`src/rtl/tfs_pkg.sv`:
```
// Constants shared by the thermal filter and status register group
package tfs_pkg;

	// ==================================================
	// Command byte offsets
	localparam logic [7:0] OFF_COMMON_STATUS = 8'h02;
	localparam logic [7:0] OFF_CONFIG        = 8'h03;
	localparam logic [7:0] OFF_CONV_ENABLE   = 8'h05;
	localparam logic [7:0] OFF_FILTER_SEL    = 8'h06;
	localparam logic [7:0] OFF_DIODE_FAULT   = 8'h07;
	localparam logic [7:0] OFF_ONE_SHOT      = 8'h0F;

	// ==================================================
	// Reset values
	localparam logic [3:0] RST_FILTER_SEL = 4'hF;
	localparam logic       RST_STANDBY    = 1'b0;
	localparam logic [2:0] RST_CONV_EN    = 3'h7;

	// ==================================================
	// Field positions
	localparam int CFG_STANDBY_BIT = 6;
	localparam int FILT_B_MSB      = 3;
	localparam int FILT_B_LSB      = 2;
	localparam int FILT_A_MSB      = 1;
	localparam int FILT_A_LSB      = 0;
	localparam int CS_BUSY_BIT     = 7;
	localparam int CS_INIT_BIT     = 6;
	localparam int DF_A_SHORT_BIT  = 0;

	// ==================================================
	// Filter codes
	localparam logic [1:0] FILT_OFF   = 2'h0;
	localparam logic [1:0] FILT_BASIC = 2'h1;
	localparam logic [1:0] FILT_RSVD  = 2'h2;
	localparam logic [1:0] FILT_ENH   = 2'h3;

	// ==================================================
	// Forced readings under a diode fault
	localparam logic [7:0] TEMP_FAULT_U = 8'h00;
	localparam logic [7:0] TEMP_FAULT_S = 8'h80;

	// ==================================================
	// Timing
	localparam int CLK_FREQ_HZ  = 100_000_000;
	localparam int INIT_TIME_MS = 30;
	localparam int INIT_CYCLES  = INIT_TIME_MS * (CLK_FREQ_HZ / 1000);
	localparam int INIT_CNT_W   = 22;
	localparam int CONV_CYCLES  = 1000;
	localparam int CONV_CNT_W   = 16;

	// ==================================================
	// Serial link
	localparam logic [6:0] SMB_ADDR_DEF = 7'h2A;
	localparam logic [3:0] BYTE_BITS    = 4'h8;

endpackage : tfs_pkg

```
`src/rtl/tfs_conv_seq.sv`:
```
// Conversion pass sequencer over the enabled channels
`timescale 1ns/1ps
module tfs_conv_seq #(
	parameter int CONV_CYCLES_P = tfs_pkg::CONV_CYCLES
) (
	input  wire logic       clk_i,
	input  wire logic       rst_n_i,
	input  wire logic       ready_i,
	input  wire logic       standby_i,
	input  wire logic       trigger_i,
	input  wire logic [2:0] chan_en_i,
	output logic            busy_o,
	output logic      [1:0] chan_o
);
	import tfs_pkg::*;

	typedef enum logic {SQ_IDLE, SQ_CONV} tfs_seq_state_t;

	localparam logic [CONV_CNT_W-1:0] CNT_LAST = CONV_CNT_W'(CONV_CYCLES_P - 1);

	tfs_seq_state_t         st_q, st_d;
	logic [1:0]             chan_q, chan_d;
	logic [CONV_CNT_W-1:0]  cnt_q, cnt_d;
	logic                   busy_q;
	logic [2:0]             en_past_q;
	logic [2:0]             first_w, next_w;
	logic                   cnt_done_w, go_w;

	// ==================================================
	// Channel search
	function automatic logic [2:0] tfs_pick(input logic [2:0] en, input logic [1:0] from, input logic first);
		logic [2:0] r;
		r = 3'h0;
		for (int i = 2; i >= 0; i--) begin
			if (en[i] && (first || i > int'(from))) begin
				r = {1'b1, 2'(i)};
			end
		end
		return r;
	endfunction : tfs_pick

	assign first_w    = tfs_pick(chan_en_i, 2'h0, 1'b1);
	assign next_w     = tfs_pick(chan_en_i, chan_q, 1'b0);
	assign cnt_done_w = (cnt_q == CNT_LAST);
	assign go_w       = ready_i && (!standby_i || trigger_i) && first_w[2];

	// ==================================================
	// Pass control
	always_comb begin
		st_d   = st_q;
		chan_d = chan_q;
		cnt_d  = cnt_q;
		unique case (st_q)
			SQ_IDLE: begin
				if (go_w) begin // RL5 RL14
					st_d   = SQ_CONV;
					chan_d = first_w[1:0]; // RL15
					cnt_d  = '0;
				end
			end
			SQ_CONV: begin
				if (!cnt_done_w) begin
					cnt_d = CONV_CNT_W'(cnt_q + 1'b1);
				end else if (next_w[2]) begin
					chan_d = next_w[1:0]; // RL15
					cnt_d  = '0;
				end else if (!standby_i && ready_i && first_w[2]) begin
					chan_d = first_w[1:0]; // RL14
					cnt_d  = '0;
				end else begin
					st_d = SQ_IDLE; // RL16
				end
			end
		endcase
	end

	always_ff @(posedge clk_i) begin
		if (!rst_n_i) begin
			st_q      <= SQ_IDLE;
			chan_q    <= 2'h0;
			cnt_q     <= '0;
			busy_q    <= 1'b0;
			en_past_q <= 3'h0;
		end else begin
			st_q      <= st_d;
			chan_q    <= chan_d;
			cnt_q     <= cnt_d;
			busy_q    <= (st_d == SQ_CONV);
			en_past_q <= chan_en_i;
		end
	end

	assign busy_o = busy_q;
	assign chan_o = chan_q;
endmodule : tfs_conv_seq

```
`src/rtl/tfs_regs.sv`:
```
// Filter, trigger and status register group behind the serial command link
`timescale 1ns/1ps

// Functional notes
// RL1: Bits 3:2 choose second remote filter
// RL2: Bits 1:0 choose first remote filter
// RL3: Codes 00 off, 01 basic, 11 enhanced
// RL4: Host never writes reserved code 10
// RL5: Trigger write starts one pass in standby
// RL6: Trigger is write-only, data discarded
// RL7: Status bit 7 shows conversion busy
// RL8: Status bit 6 shows 30 ms init
// RL9: Status bits 3:0 OR status groups
// RL10: Fault bits 3/2: second remote open/short
// RL11: Fault bits 1/0 first remote; 7:4 zero
// RL12: Short: D+ low; open: D+ high/floating
// RL13: Faulted channel reads 0 / -128
// RL14: Standby halts periodic, clearing resumes converting
// RL15: Disabled channels are skipped in passes
// RL16: One-shot pass ends, busy clears, standby stays
module tfs_regs #(
	parameter logic [6:0] SMB_ADDR      = tfs_pkg::SMB_ADDR_DEF,
	parameter int         INIT_CYCLES_P = tfs_pkg::INIT_CYCLES,
	parameter int         CONV_CYCLES_P = tfs_pkg::CONV_CYCLES
) (
	input  wire logic       SYS_CLK_I,
	input  wire logic       RST_N_I,
	input  wire logic       SMB_SCL_I,
	input  wire logic       SMB_SDA_I,
	output logic            SMB_SDA_O,
	output logic            SMB_SDA_OE_N_O,
	input  wire logic       REMOTE_A_DP_LOW_I,
	input  wire logic       REMOTE_A_DP_HIGH_I,
	input  wire logic       REMOTE_B_DP_LOW_I,
	input  wire logic       REMOTE_B_DP_HIGH_I,
	input  wire logic [7:0] GROUP_B_STATUS_I,
	input  wire logic [7:0] GROUP_C_STATUS_I,
	input  wire logic [7:0] GROUP_D_STATUS_I,
	input  wire logic [7:0] REMOTE_A_RAW_U_I,
	input  wire logic [7:0] REMOTE_A_RAW_S_I,
	input  wire logic [7:0] REMOTE_B_RAW_U_I,
	input  wire logic [7:0] REMOTE_B_RAW_S_I,
	output logic      [7:0] REMOTE_A_TEMP_U_O,
	output logic      [7:0] REMOTE_A_TEMP_S_O,
	output logic      [7:0] REMOTE_B_TEMP_U_O,
	output logic      [7:0] REMOTE_B_TEMP_S_O,
	output logic      [1:0] REMOTE_A_FILTER_SEL_O,
	output logic      [1:0] REMOTE_B_FILTER_SEL_O,
	output logic            CONV_BUSY_O,
	output logic      [1:0] CONV_CHAN_O,
	output logic            INIT_PENDING_O
);
	import tfs_pkg::*;

	typedef enum logic [2:0] {SM_IDLE, SM_RX, SM_ACK, SM_TX, SM_RACK} tfs_smb_state_t;
	typedef enum logic [1:0] {BK_ADDR, BK_CMD, BK_DATA} tfs_byte_kind_t;

	localparam logic [INIT_CNT_W-1:0] INIT_LAST = INIT_CNT_W'(INIT_CYCLES_P - 1);

	logic [5:0]            sync1_q, sync2_q;
	logic                  scl_d1_q, sda_d1_q;
	logic                  scl_w, sda_w, scl_rise_w, scl_fall_w, start_w, stop_w;
	tfs_smb_state_t        st_q, st_d;
	tfs_byte_kind_t        kind_q, kind_d;
	logic [3:0]            cnt_q, cnt_d;
	logic [7:0]            sh_q, sh_d;
	logic                  rw_q, rw_d;
	logic                  mack_q, mack_d;
	logic [7:0]            cmd_q, cmd_d;
	logic                  oe_n_q, oe_n_d;
	logic                  wr_stb_q, wr_stb_d;
	logic [7:0]            wr_data_q, wr_data_d;
	logic                  sda_out_q;
	logic [3:0]            filter_q;
	logic                  standby_q;
	logic [2:0]            conv_en_q;
	logic                  init_pending_q;
	logic [INIT_CNT_W-1:0] init_cnt_q;
	logic [3:0]            fault_q;
	logic [7:0]            temp_u_q [2];
	logic [7:0]            temp_s_q [2];
	logic [7:0]            raw_u_w [2];
	logic [7:0]            raw_s_w [2];
	logic                  wr_filter_w, wr_config_w, wr_conv_en_w, trig_w;
	logic                  conv_busy_w;
	logic [7:0]            diode_fault_w, cs_w, rd_data_w;
	logic                  group_a_any_set, group_b_any_set, group_c_any_set, group_d_any_set;

	// ==================================================
	// Pin synchronisers and link edges
	always_ff @(posedge SYS_CLK_I) begin
		if (!RST_N_I) begin
			sync1_q  <= 6'h30;
			sync2_q  <= 6'h30;
			scl_d1_q <= 1'b1;
			sda_d1_q <= 1'b1;
		end else begin
			sync1_q  <= {SMB_SCL_I, SMB_SDA_I, REMOTE_B_DP_HIGH_I, REMOTE_B_DP_LOW_I,
				REMOTE_A_DP_HIGH_I, REMOTE_A_DP_LOW_I};
			sync2_q  <= sync1_q;
			scl_d1_q <= sync2_q[5];
			sda_d1_q <= sync2_q[4];
		end
	end

	assign scl_w      = sync2_q[5];
	assign sda_w      = sync2_q[4];
	assign scl_rise_w = scl_w & ~scl_d1_q;
	assign scl_fall_w = ~scl_w & scl_d1_q;
	assign start_w    = scl_w & scl_d1_q & sda_d1_q & ~sda_w;
	assign stop_w     = scl_w & scl_d1_q & ~sda_d1_q & sda_w;

	// ==================================================
	// Serial slave
	always_comb begin
		st_d      = st_q;
		kind_d    = kind_q;
		cnt_d     = cnt_q;
		sh_d      = sh_q;
		rw_d      = rw_q;
		mack_d    = mack_q;
		cmd_d     = cmd_q;
		oe_n_d    = oe_n_q;
		wr_stb_d  = 1'b0;
		wr_data_d = wr_data_q;
		if (stop_w) begin
			st_d   = SM_IDLE;
			oe_n_d = 1'b1;
		end else if (start_w) begin
			st_d   = SM_RX;
			kind_d = BK_ADDR;
			cnt_d  = 4'h0;
			oe_n_d = 1'b1;
		end else begin
			unique case (st_q)
				SM_IDLE: begin
				end
				SM_RX: begin
					if (scl_rise_w && cnt_q != BYTE_BITS) begin
						sh_d  = {sh_q[6:0], sda_w};
						cnt_d = 4'(cnt_q + 4'h1);
					end else if (scl_fall_w && cnt_q == BYTE_BITS) begin
						if (kind_q == BK_ADDR && sh_q[7:1] != SMB_ADDR) begin
							st_d = SM_IDLE;
						end else begin
							st_d   = SM_ACK;
							oe_n_d = 1'b0;
						end
						if (kind_q == BK_ADDR) begin
							rw_d = sh_q[0];
						end
						if (kind_q == BK_CMD) begin
							cmd_d = sh_q;
						end
						if (kind_q == BK_DATA) begin
							wr_stb_d  = 1'b1;
							wr_data_d = sh_q;
						end
					end
				end
				SM_ACK: begin
					if (scl_fall_w) begin
						cnt_d = 4'h0;
						if (kind_q == BK_ADDR && rw_q) begin
							st_d   = SM_TX;
							sh_d   = rd_data_w;
							oe_n_d = rd_data_w[7];
						end else begin
							st_d   = SM_RX;
							oe_n_d = 1'b1;
							if (kind_q == BK_ADDR) begin
								kind_d = BK_CMD;
							end else begin
								kind_d = BK_DATA;
							end
						end
					end
				end
				SM_TX: begin
					if (scl_fall_w) begin
						if (cnt_q == 4'(BYTE_BITS - 4'h1)) begin
							st_d   = SM_RACK;
							oe_n_d = 1'b1;
						end else begin
							cnt_d  = 4'(cnt_q + 4'h1);
							sh_d   = {sh_q[6:0], 1'b0};
							oe_n_d = sh_q[6];
						end
					end
				end
				SM_RACK: begin
					if (scl_rise_w) begin
						mack_d = ~sda_w;
					end else if (scl_fall_w) begin
						if (mack_q) begin
							st_d   = SM_TX;
							cnt_d  = 4'h0;
							sh_d   = rd_data_w;
							oe_n_d = rd_data_w[7];
						end else begin
							st_d = SM_IDLE;
						end
					end
				end
			endcase
		end
	end

	always_ff @(posedge SYS_CLK_I) begin
		if (!RST_N_I) begin
			st_q      <= SM_IDLE;
			kind_q    <= BK_ADDR;
			cnt_q     <= 4'h0;
			sh_q      <= 8'h00;
			rw_q      <= 1'b0;
			mack_q    <= 1'b0;
			cmd_q     <= 8'h00;
			oe_n_q    <= 1'b1;
			wr_stb_q  <= 1'b0;
			wr_data_q <= 8'h00;
			sda_out_q <= 1'b0;
		end else begin
			st_q      <= st_d;
			kind_q    <= kind_d;
			cnt_q     <= cnt_d;
			sh_q      <= sh_d;
			rw_q      <= rw_d;
			mack_q    <= mack_d;
			cmd_q     <= cmd_d;
			oe_n_q    <= oe_n_d;
			wr_stb_q  <= wr_stb_d;
			wr_data_q <= wr_data_d;
			sda_out_q <= 1'b0;
		end
	end

	assign SMB_SDA_O      = sda_out_q;
	assign SMB_SDA_OE_N_O = oe_n_q;

	// ==================================================
	// Register writes
	assign wr_filter_w  = wr_stb_q && (cmd_q == OFF_FILTER_SEL);
	assign wr_config_w  = wr_stb_q && (cmd_q == OFF_CONFIG);
	assign wr_conv_en_w = wr_stb_q && (cmd_q == OFF_CONV_ENABLE);
	assign trig_w       = wr_stb_q && (cmd_q == OFF_ONE_SHOT); // RL5 RL6

	always_ff @(posedge SYS_CLK_I) begin
		if (!RST_N_I) begin
			filter_q  <= RST_FILTER_SEL;
			standby_q <= RST_STANDBY;
			conv_en_q <= RST_CONV_EN;
		end else begin
			if (wr_filter_w) begin
				filter_q <= wr_data_q[3:0]; // RL1 RL2 RL3 RL4
			end
			if (wr_config_w) begin
				standby_q <= wr_data_q[CFG_STANDBY_BIT]; // RL14
			end
			if (wr_conv_en_w) begin
				conv_en_q <= wr_data_q[2:0]; // RL15
			end
		end
	end

	assign REMOTE_B_FILTER_SEL_O = filter_q[FILT_B_MSB:FILT_B_LSB]; // RL1
	assign REMOTE_A_FILTER_SEL_O = filter_q[FILT_A_MSB:FILT_A_LSB]; // RL2

	// ==================================================
	// Power-up initialisation
	always_ff @(posedge SYS_CLK_I) begin
		if (!RST_N_I) begin
			init_pending_q <= 1'b1;
			init_cnt_q     <= '0;
		end else if (init_pending_q) begin
			if (init_cnt_q == INIT_LAST) begin
				init_pending_q <= 1'b0; // RL8
			end else begin
				init_cnt_q <= INIT_CNT_W'(init_cnt_q + 1'b1);
			end
		end
	end

	assign INIT_PENDING_O = init_pending_q;

	// ==================================================
	// Diode faults and forced readings
	always_ff @(posedge SYS_CLK_I) begin
		if (!RST_N_I) begin
			fault_q <= 4'h0;
		end else begin
			fault_q <= sync2_q[3:0]; // RL10 RL11 RL12
		end
	end

	assign diode_fault_w = {4'h0, fault_q}; // RL11
	assign raw_u_w[0]    = REMOTE_A_RAW_U_I;
	assign raw_u_w[1]    = REMOTE_B_RAW_U_I;
	assign raw_s_w[0]    = REMOTE_A_RAW_S_I;
	assign raw_s_w[1]    = REMOTE_B_RAW_S_I;

	for (genvar g = 0; g < 2; g++) begin : g_remote
		always_ff @(posedge SYS_CLK_I) begin
			if (!RST_N_I) begin
				temp_u_q[g] <= TEMP_FAULT_U;
				temp_s_q[g] <= TEMP_FAULT_S;
			end else begin
				temp_u_q[g] <= (|fault_q[2*g+1 -: 2]) ? TEMP_FAULT_U : raw_u_w[g]; // RL13
				temp_s_q[g] <= (|fault_q[2*g+1 -: 2]) ? TEMP_FAULT_S : raw_s_w[g]; // RL13
			end
		end
	end

	assign REMOTE_A_TEMP_U_O = temp_u_q[0];
	assign REMOTE_A_TEMP_S_O = temp_s_q[0];
	assign REMOTE_B_TEMP_U_O = temp_u_q[1];
	assign REMOTE_B_TEMP_S_O = temp_s_q[1];

	// ==================================================
	// Conversion sequencer
	tfs_conv_seq #(
		.CONV_CYCLES_P(CONV_CYCLES_P)
	) u_seq (
		.clk_i    (SYS_CLK_I),
		.rst_n_i  (RST_N_I),
		.ready_i  (~init_pending_q),
		.standby_i(standby_q),
		.trigger_i(trig_w),
		.chan_en_i(conv_en_q),
		.busy_o   (conv_busy_w),
		.chan_o   (CONV_CHAN_O)
	);

	assign CONV_BUSY_O = conv_busy_w;

	// ==================================================
	// Read data
	assign group_a_any_set = |diode_fault_w; // RL9
	assign group_b_any_set = |GROUP_B_STATUS_I;
	assign group_c_any_set = |GROUP_C_STATUS_I;
	assign group_d_any_set = |GROUP_D_STATUS_I;
	assign cs_w = {conv_busy_w, init_pending_q, 2'h0, group_d_any_set, group_c_any_set,
		group_b_any_set, group_a_any_set}; // RL7 RL8 RL9
	assign rd_data_w = (cmd_q == OFF_COMMON_STATUS) ? cs_w :
		(cmd_q == OFF_CONFIG)      ? {1'b0, standby_q, 6'h00} :
		(cmd_q == OFF_CONV_ENABLE) ? {5'h00, conv_en_q} :
		(cmd_q == OFF_FILTER_SEL)  ? {4'h0, filter_q} :
		(cmd_q == OFF_DIODE_FAULT) ? diode_fault_w : 8'h00; // RL6
endmodule : tfs_regs

```
`config.mk`:
```
export PLATFORM = sky130hd
export DESIGN_NAME = tfs_regs
export DESIGN_NICKNAME = d
export VERILOG_FILES = /design/src/rtl/tfs_pkg.sv /design/src/rtl/tfs_conv_seq.sv /design/src/rtl/tfs_regs.sv
export SDC_FILE = /design/constraint.sdc
export NUM_CORES = 1
export LEC_CHECK = 0
export ABC_CLOCK_PERIOD_IN_PS = 2680
export BUFFER_PORTS_ARGS = -buffer_cell sky130_fd_sc_hd__clkbuf_2
export CORE_MARGIN = 2
export CORE_UTILIZATION = 30
export DETAILED_ROUTE_END_ITERATION = 7
export PLACE_DENSITY = 0.57
export RECOVER_POWER = 100
export SYNTH_ARGS = -nofsm -noshare
export SYNTH_HDL_FRONTEND = slang
export SYNTH_SLANG_ARGS = --single-unit
```
`constraint.sdc`:
```
create_clock -name SYS_CLK_I -period 2.68 [get_ports SYS_CLK_I]
set_input_delay 0.402 -clock SYS_CLK_I [delete_from_list [all_inputs] [get_ports SYS_CLK_I]]
set_output_delay 0.402 -clock SYS_CLK_I [all_outputs]
set_load 0.05 [all_outputs]
```
======== Word level (Yosys, flattened, before mapping) ========
Memory sizes are Yosys's and may differ from the RTL's.
Cells that the tools add are included.
storage, ports and cells
  flip-flop bits (word level) ............. 104
  bits in latches ......................... 0
  RAM bits ................................ 32
  ROM bits ................................ 0
  input port bits ......................... 64
  output and inout bits ................... 42
  logic and storage cells ................. 227
  memories ................................ 2
operators by class
  add/subtract/negate cells ............... 3
  multipliers ............................. 0
  divide/modulo/power cells ............... 0
  magnitude comparators ................... 2
  eq/ne operators ......................... 45
  shift operators ......................... 0
  mux-type cells .......................... 84
  bitwise gates (word level) .............. 24
  reduce and logical (&&, ||, !) cells .... 43
memory list
  name      words  width  read ports  clocked after Yosys merged registers in  write ports  line            source
  temp_s_q  2      8      2           0                                        2            tfs_regs.sv:81  logic [7:0] temp_s_q [2];
  temp_u_q  2      8      2           0                                        2            tfs_regs.sv:80  logic [7:0] temp_u_q [2];
operator list
  cell                                                                      number
  8-bit 2-to-1 mux                                                          17
  16-bit 2-to-1 mux                                                         4
  4-bit 2-to-1 mux                                                          11
  3-bit 2-to-1 mux                                                          12
  3-bit inequality test (second input constant)                             11
  16-bit one-hot mux with 2 select lines                                    1
  8-bit one-hot mux with 4 select lines                                     1
  2-bit inequality test (second input constant)                             14
  8-bit by 3-bit equality test with 1-bit output (second input constant)    3
  2-bit 2-to-1 mux                                                          12
  8-bit OR reduction                                                        3
  22-bit by 1-bit adder with 22-bit output (second input constant)          1
  22-bit equality test (second input constant)                              1
  1-bit 2-to-1 mux                                                          20
  6-bit AND reduction                                                       3
  9-bit AND reduction                                                       2
  16-bit by 1-bit adder with 16-bit output (second input constant)          1
  16-bit by 10-bit equality test with 1-bit output (second input constant)  1
  8-bit by 2-bit equality test with 1-bit output (second input constant)    2
  4-bit one-hot mux with 4 select lines                                     1
  8-bit AND reduction                                                       2
  1-bit logical AND                                                         14
  1-bit NOT                                                                 13
  3-bit one-hot mux with 4 select lines                                     1
  other kinds (34)                                                          50

======== Logic depth before layout (Yosys ltp) ========
  word-level depth ........................ 10
  depth in mapped cells ................... 8
  mapped depth without buffers ............ 7

======== Hierarchy ========
A second synthesis with hierarchy kept.
unflattened totals
  cells, all modules ...................... 658
  area total of the unflattened synthesis .. 5974.5 um^2
by module, submodules not included
  module        times used  cells each  area an instance (um^2)  sequential area each (um^2)
  tfs_regs      1           524         4843.4                   2302.2
  tfs_conv_seq  1           134         1131.1                   380.4

======== Least setup slack after synthesis ========
Ideal clock, no wire load.
  path type ............................... reg-to-reg
  start point ............................. register init_pending_q, in the netlist INIT_PENDING_O
  end point ............................... register u_seq.cnt_q[11]
  library setup time ...................... 0.062 ns
  arrival time ............................ 1.960 ns
  required time ........................... 2.618 ns
  path slack .............................. 0.658 ns
  stages on the path, launching flop included .. 8
  path buffers ............................ 3
  clock period less this slack ............ 2.022 ns
  path through ............................ dfxtp_1 > clkbuf_1 > nor3_1 > o2111ai_1 > clkbuf_1 > nand3_1 > buf_2 > nor2_2
between the ends
  word-level cells in the longest chain between the ends .. 5
  elaborated cells between the ends (all ways) .. 8
  those cells by class .................... eq/ne (2); bitwise (1); reduce/logical (5)
ends and longest elaborated chain
  what                                                                                                 line                                    source
  from (decl)                                                                                          tfs_regs.sv:77                          logic init_pending_q;
  from (signal assigned)                                                                               tfs_regs.sv:272                         init_pending_q <= 1'b1;
  from (signal assigned)                                                                               tfs_regs.sv:276                         init_pending_q <= 1'b0;
  1-bit NOT *                                                                                          tfs_regs.sv:325                         .ready_i (~init_pending_q),
  1-bit logical AND (on tied branches) (2 in series)                                                   tfs_conv_seq.sv:67, tfs_conv_seq.sv:45
  4-bit inequality test (no line) or 2-bit by 1-bit inequality test with 1-bit output (tied branches)  --
  2-bit AND reduction (no line) *                                                                      --
  to (signal assigned)                                                                                 tfs_conv_seq.sv:87                      cnt_q <= cnt_d;
  to (decl)                                                                                            tfs_conv_seq.sv:23                      logic [CONV_CNT_W-1:0] cnt_q, cnt_d;
Every way passes the cells marked *; elsewhere a longest branch is shown, timed or not.
A chain may end at the register's enable or synchronous reset.

======== Worst setup path in the final report ========
  start point ............................. register cmd_q[7]
  end point ............................... register conv_en_q[1]
between the ends
  word-level cells in the longest chain between the ends .. 2
ends and longest elaborated chain
  what                                            line             source
  from (decl)                                     tfs_regs.sv:69   logic [7:0] cmd_q, cmd_d;
  from (signal assigned)                          tfs_regs.sv:229  cmd_q <= cmd_d;
  8-bit by 3-bit equality test with 1-bit output  tfs_regs.sv:244  assign wr_conv_en_w = wr_stb_q && (cmd_q == OFF_CONV_ENABLE);
  1-bit logical AND                               tfs_regs.sv:244
  to (signal assigned)                            tfs_regs.sv:260  conv_en_q <= wr_data_q[2:0];
  to (decl)                                       tfs_regs.sv:76   logic [2:0] conv_en_q;
No other way between the ends.

==> key figures <==
Outcome
  – Status: finished, final reports clean

Logic synthesis
  – Synth area leaders: dfxtp_1, mux2i_1, and2_1, a21oi_1, nor2_1
  – Area leader, netlist: dfxtp_1
  – Mapped Avg Cell Area: 9.13 µm²
  – Synth Net Count: 718
  – Proportion of netlist area held by the largest area contributor: 45.2%
  – Post-synthesis cell type count: 66
  – Asr flop ratio synth: 0%
  – Ys Warns: 0
  – Synth Instances: 650
  – Top cells by instance count after synthesis: dfxtp_1, nor2_1, and2_1
  – Post-synth EDFFs: 0
  – Synth Register Bits: 134
  – Top-count cell post-synth: dfxtp_1
  – Sequential area share after synthesis: 45.2%
  – Predominant post-synthesis flop cell: dfxtp_1
  – Synthesized area: 0.00594 mm²

Floorplan
  – Core region area: 0.0195 mm²
  – Chip Width: 145 µm
  – Starting density of the core: 30.5%
  – I/O pin cnt: 106
  – Row count: 51
  – Die area: 0.0209 mm²
  – Die height: 145 µm

Timing
  – TNS Setup: 0 ps
  – Final Skew: 7.61 ps
  – F_max: 435 MHz
  – Final setup viols: 0
  – Tmin final: 2300 ps
  – Fin crit share: 85.8%
  – RSZ-0062 raised after global routing: no
  – Worst-Margin Slew: 947 ps
  – Slew Limit Fails: 0
  – Count of final hold-check violations: 0
  – Max-slew headroom: 36.8%

Run
  – Max cap viols: 0

Global routing
  – Number of global-route vias before repair: 4731
  – Largest net degree at the start of global routing: 48
  – GR Overflow Total: 0
  – First-pass GRT wire length: 22.8 mm
  – Antenna violations before repair: 0
  – GRT Overall Usage: 13.7%

Clock tree
  – Total CTS buffers: 17
  – CTS tree: yes
  – CTS root buf: clkbuf_16
  – Hold_buf cts: 0
  – Clock transition at path regs: 60 ps
  – Clk_lat worst skew: 430 ps
  – Postcts setup bufs: 0
  – Max Root-Sink Buffers: 2
  – H-tree levels: 4
  – CTS-repair resized insts: 0
  – Clk sinks: 134

Place
  – Routability cong.: 0.807
  – Placed cell count: 998
  – I/O Buffers: 104
  – Post-DP HPWL: 9.72 mm

Setup path
  – CP Capture Type: flop
  – CP top delay family: simple AND/OR/NAND/NOR gates
  – CP max stage cell: or4_1
  – Critical Path Source: cmd_q[7]
  – R2R setup slack: 380 ps
  – Critical path class: flop to flop
  – Arr. time, crit path: 2580 ps
  – Startpoint Class: flop
  – Max FO, Critical Path: 6
  – CP Data Required Time: 2960 ps
  – Critical path, cell by cell: or4_1 -> or3_1 -> nor3_1 -> mux2i_1 -> nand2_1
  – CP peak stage delay: 580 ps
  – R2r endpoint: conv_en_q[1]
  – Reg2reg path depth: 5
  – FF-to-FF Start: cmd_q[7]
  – CP bufs+invs: 0

Drt
  – Iteration-0 DRC Markers: 360
  – Met3 wire length: 648 µm
  – WL met1: 6.64 mm
  – Final WL: 13.8 mm
  – Met2 wire length: 6.28 mm
  – Per-cell routed wire length: 13.4 µm
  – # DRC: 0
  – Via-to-Cell Ratio: 4.88
  – Remaining antenna violation count: 0
  – Routed via count: 5025
  – Drt first pass iters: 5
  – Uppermost layer routed: met4

Pwr
  – Leakage power: 2.54 nW
  – Maximum vdd drop: 459 µV
  – PwrDens: 642 mW/mm²

Final layout
  – Final non-filler cell total: 1029
  – Synth-to-Final Area Change: 20.1%
  – Ant diodes: 0
  – Final nets: 820
  – Share of layout cells above drive strength 1: 15.2%

Worst hold path
  – Hold endpoint: sync1_q[5]
  – Hold wc startpoint: SMB_SCL_I
  – Worst Hold Depth: 2
  – Worst Hold Class: input port to flop
registers in the layout (all words and copies together), names as in the netlist, 5 cells and up:
register and flops:
cmd_q 8, init_cnt_q 22, sh_q 8, sync1_q 6, sync2_q 6, temp_s_q 16
temp_u_q 16, u_seq.cnt_q 16, wr_data_q 5
cell usage in the layout (no fill, tap or decap), types with 4 or more instances in the layout:
master | netlist | layout
nor4b_1 | 3 | 5
nor2b_1 | 5 | 5
o22ai_1 | 6 | 6
nand4b_1 | 7 | 7
clkbuf_1 | 23 | 52
nand2b_1 | 15 | 15
ha_1 | 4 | 4
o21ai_0 | 22 | 22
nand4_1 | 15 | 15
or4_1 | 16 | 17
a211o_1 | 4 | 4
buf_4 | 3 | 5
nand3b_1 | 5 | 5
inv_6 | 0 | 7
a211oi_1 | 6 | 6
nand2_1 | 39 | 39
xnor2_1 | 12 | 12
nor2_2 | 8 | 7
a21oi_1 | 39 | 39
inv_1 | 17 | 17
nor2_1 | 46 | 47
clkbuf_16 | 0 | 17
a31oi_1 | 4 | 4
clkbuf_2 | 0 | 62
nor4_1 | 4 | 12
nand3_1 | 24 | 24
mux2_2 | 4 | 4
and2_0 | 0 | 18
and3_1 | 7 | 7
mux2i_1 | 30 | 30
o31ai_1 | 10 | 10
or3_1 | 11 | 11
dfxtp_1 | 134 | 134
a311oi_1 | 4 | 4
nor3_1 | 17 | 18
and2_1 | 44 | 26
per-layer routing:
layer / track usage [%] / up-vias
li1: - / 2553
met1: 18.7 / 2333
met2: 20.3 / 119
met3: 3.39 / 20
met4: 6.23 / 0
met5: 0 / -
stage by stage:
step | util [%] | hold WS [ps] | power, mW | cell area [µm²] | setup WS, ps
floorplan | - | 386 | 2.29 | 5940 | 658
global placement | 34.6 | 389 | 2.39 | 6740 | 475
detailed placement | 34.6 | 397 | 2.39 | 6740 | 457
CTS | 37.5 | 140 | 4.64 | 7300 | 445
global route | 36.6 | 146 | 4.75 | 7130 | 152
finish | 36.6 | 153 | 4.58 | 7130 | 381
worst register-to-register path, cell delays in order, from the launching register on:
cell,delay (ps)
dfxtp_1,320
or4_1,580
or3_1,450
nor3_1,490
mux2i_1,260
nand2_1,60
worst max path at each step:
stage / endpoint / cells after the start
detailed placement: u_seq.cnt_q[13] / 5
finish: conv_en_q[1] / 5
floorplan: u_seq.cnt_q[11] / 7
global placement: u_seq.cnt_q[13] / 5
CTS: u_seq.cnt_q[13] / 5
global route: init_cnt_q[15] / 6
power by group:
group	internal (mW)	leakage (nW)	switching, mW
logic	0.0812	1.17	0.192
registers	2.04	1.09	0.0191
clock network	1.29	0.270	0.952
total	3.41	2.54	1.16
logic make-up after synthesis:
group	Yosys count	synth area share, %
flip-flops	134	45.2
other	1	0.0632
adder cells (fa/ha/maj)	4	0.843
AND/OR/NAND/NOR	288	28.7
multiplexers	34	5.82
XOR/XNOR	14	2.07
buffers and inverters	53	3.84
AO/OA/AOI/OAI	122	13.5
layout make-up:
type | count | area, µm²
timing repair buffer | 119 | 543
sequential | 134 | 2680
multi-input combinational | 463 | 2940
fill | 2025 | 12300
tap | 265 | 332
inverter | 17 | 63.8
clock buffer | 17 | 425
clock inverter | 14 | 139
(Power assumes the default switching activity.)
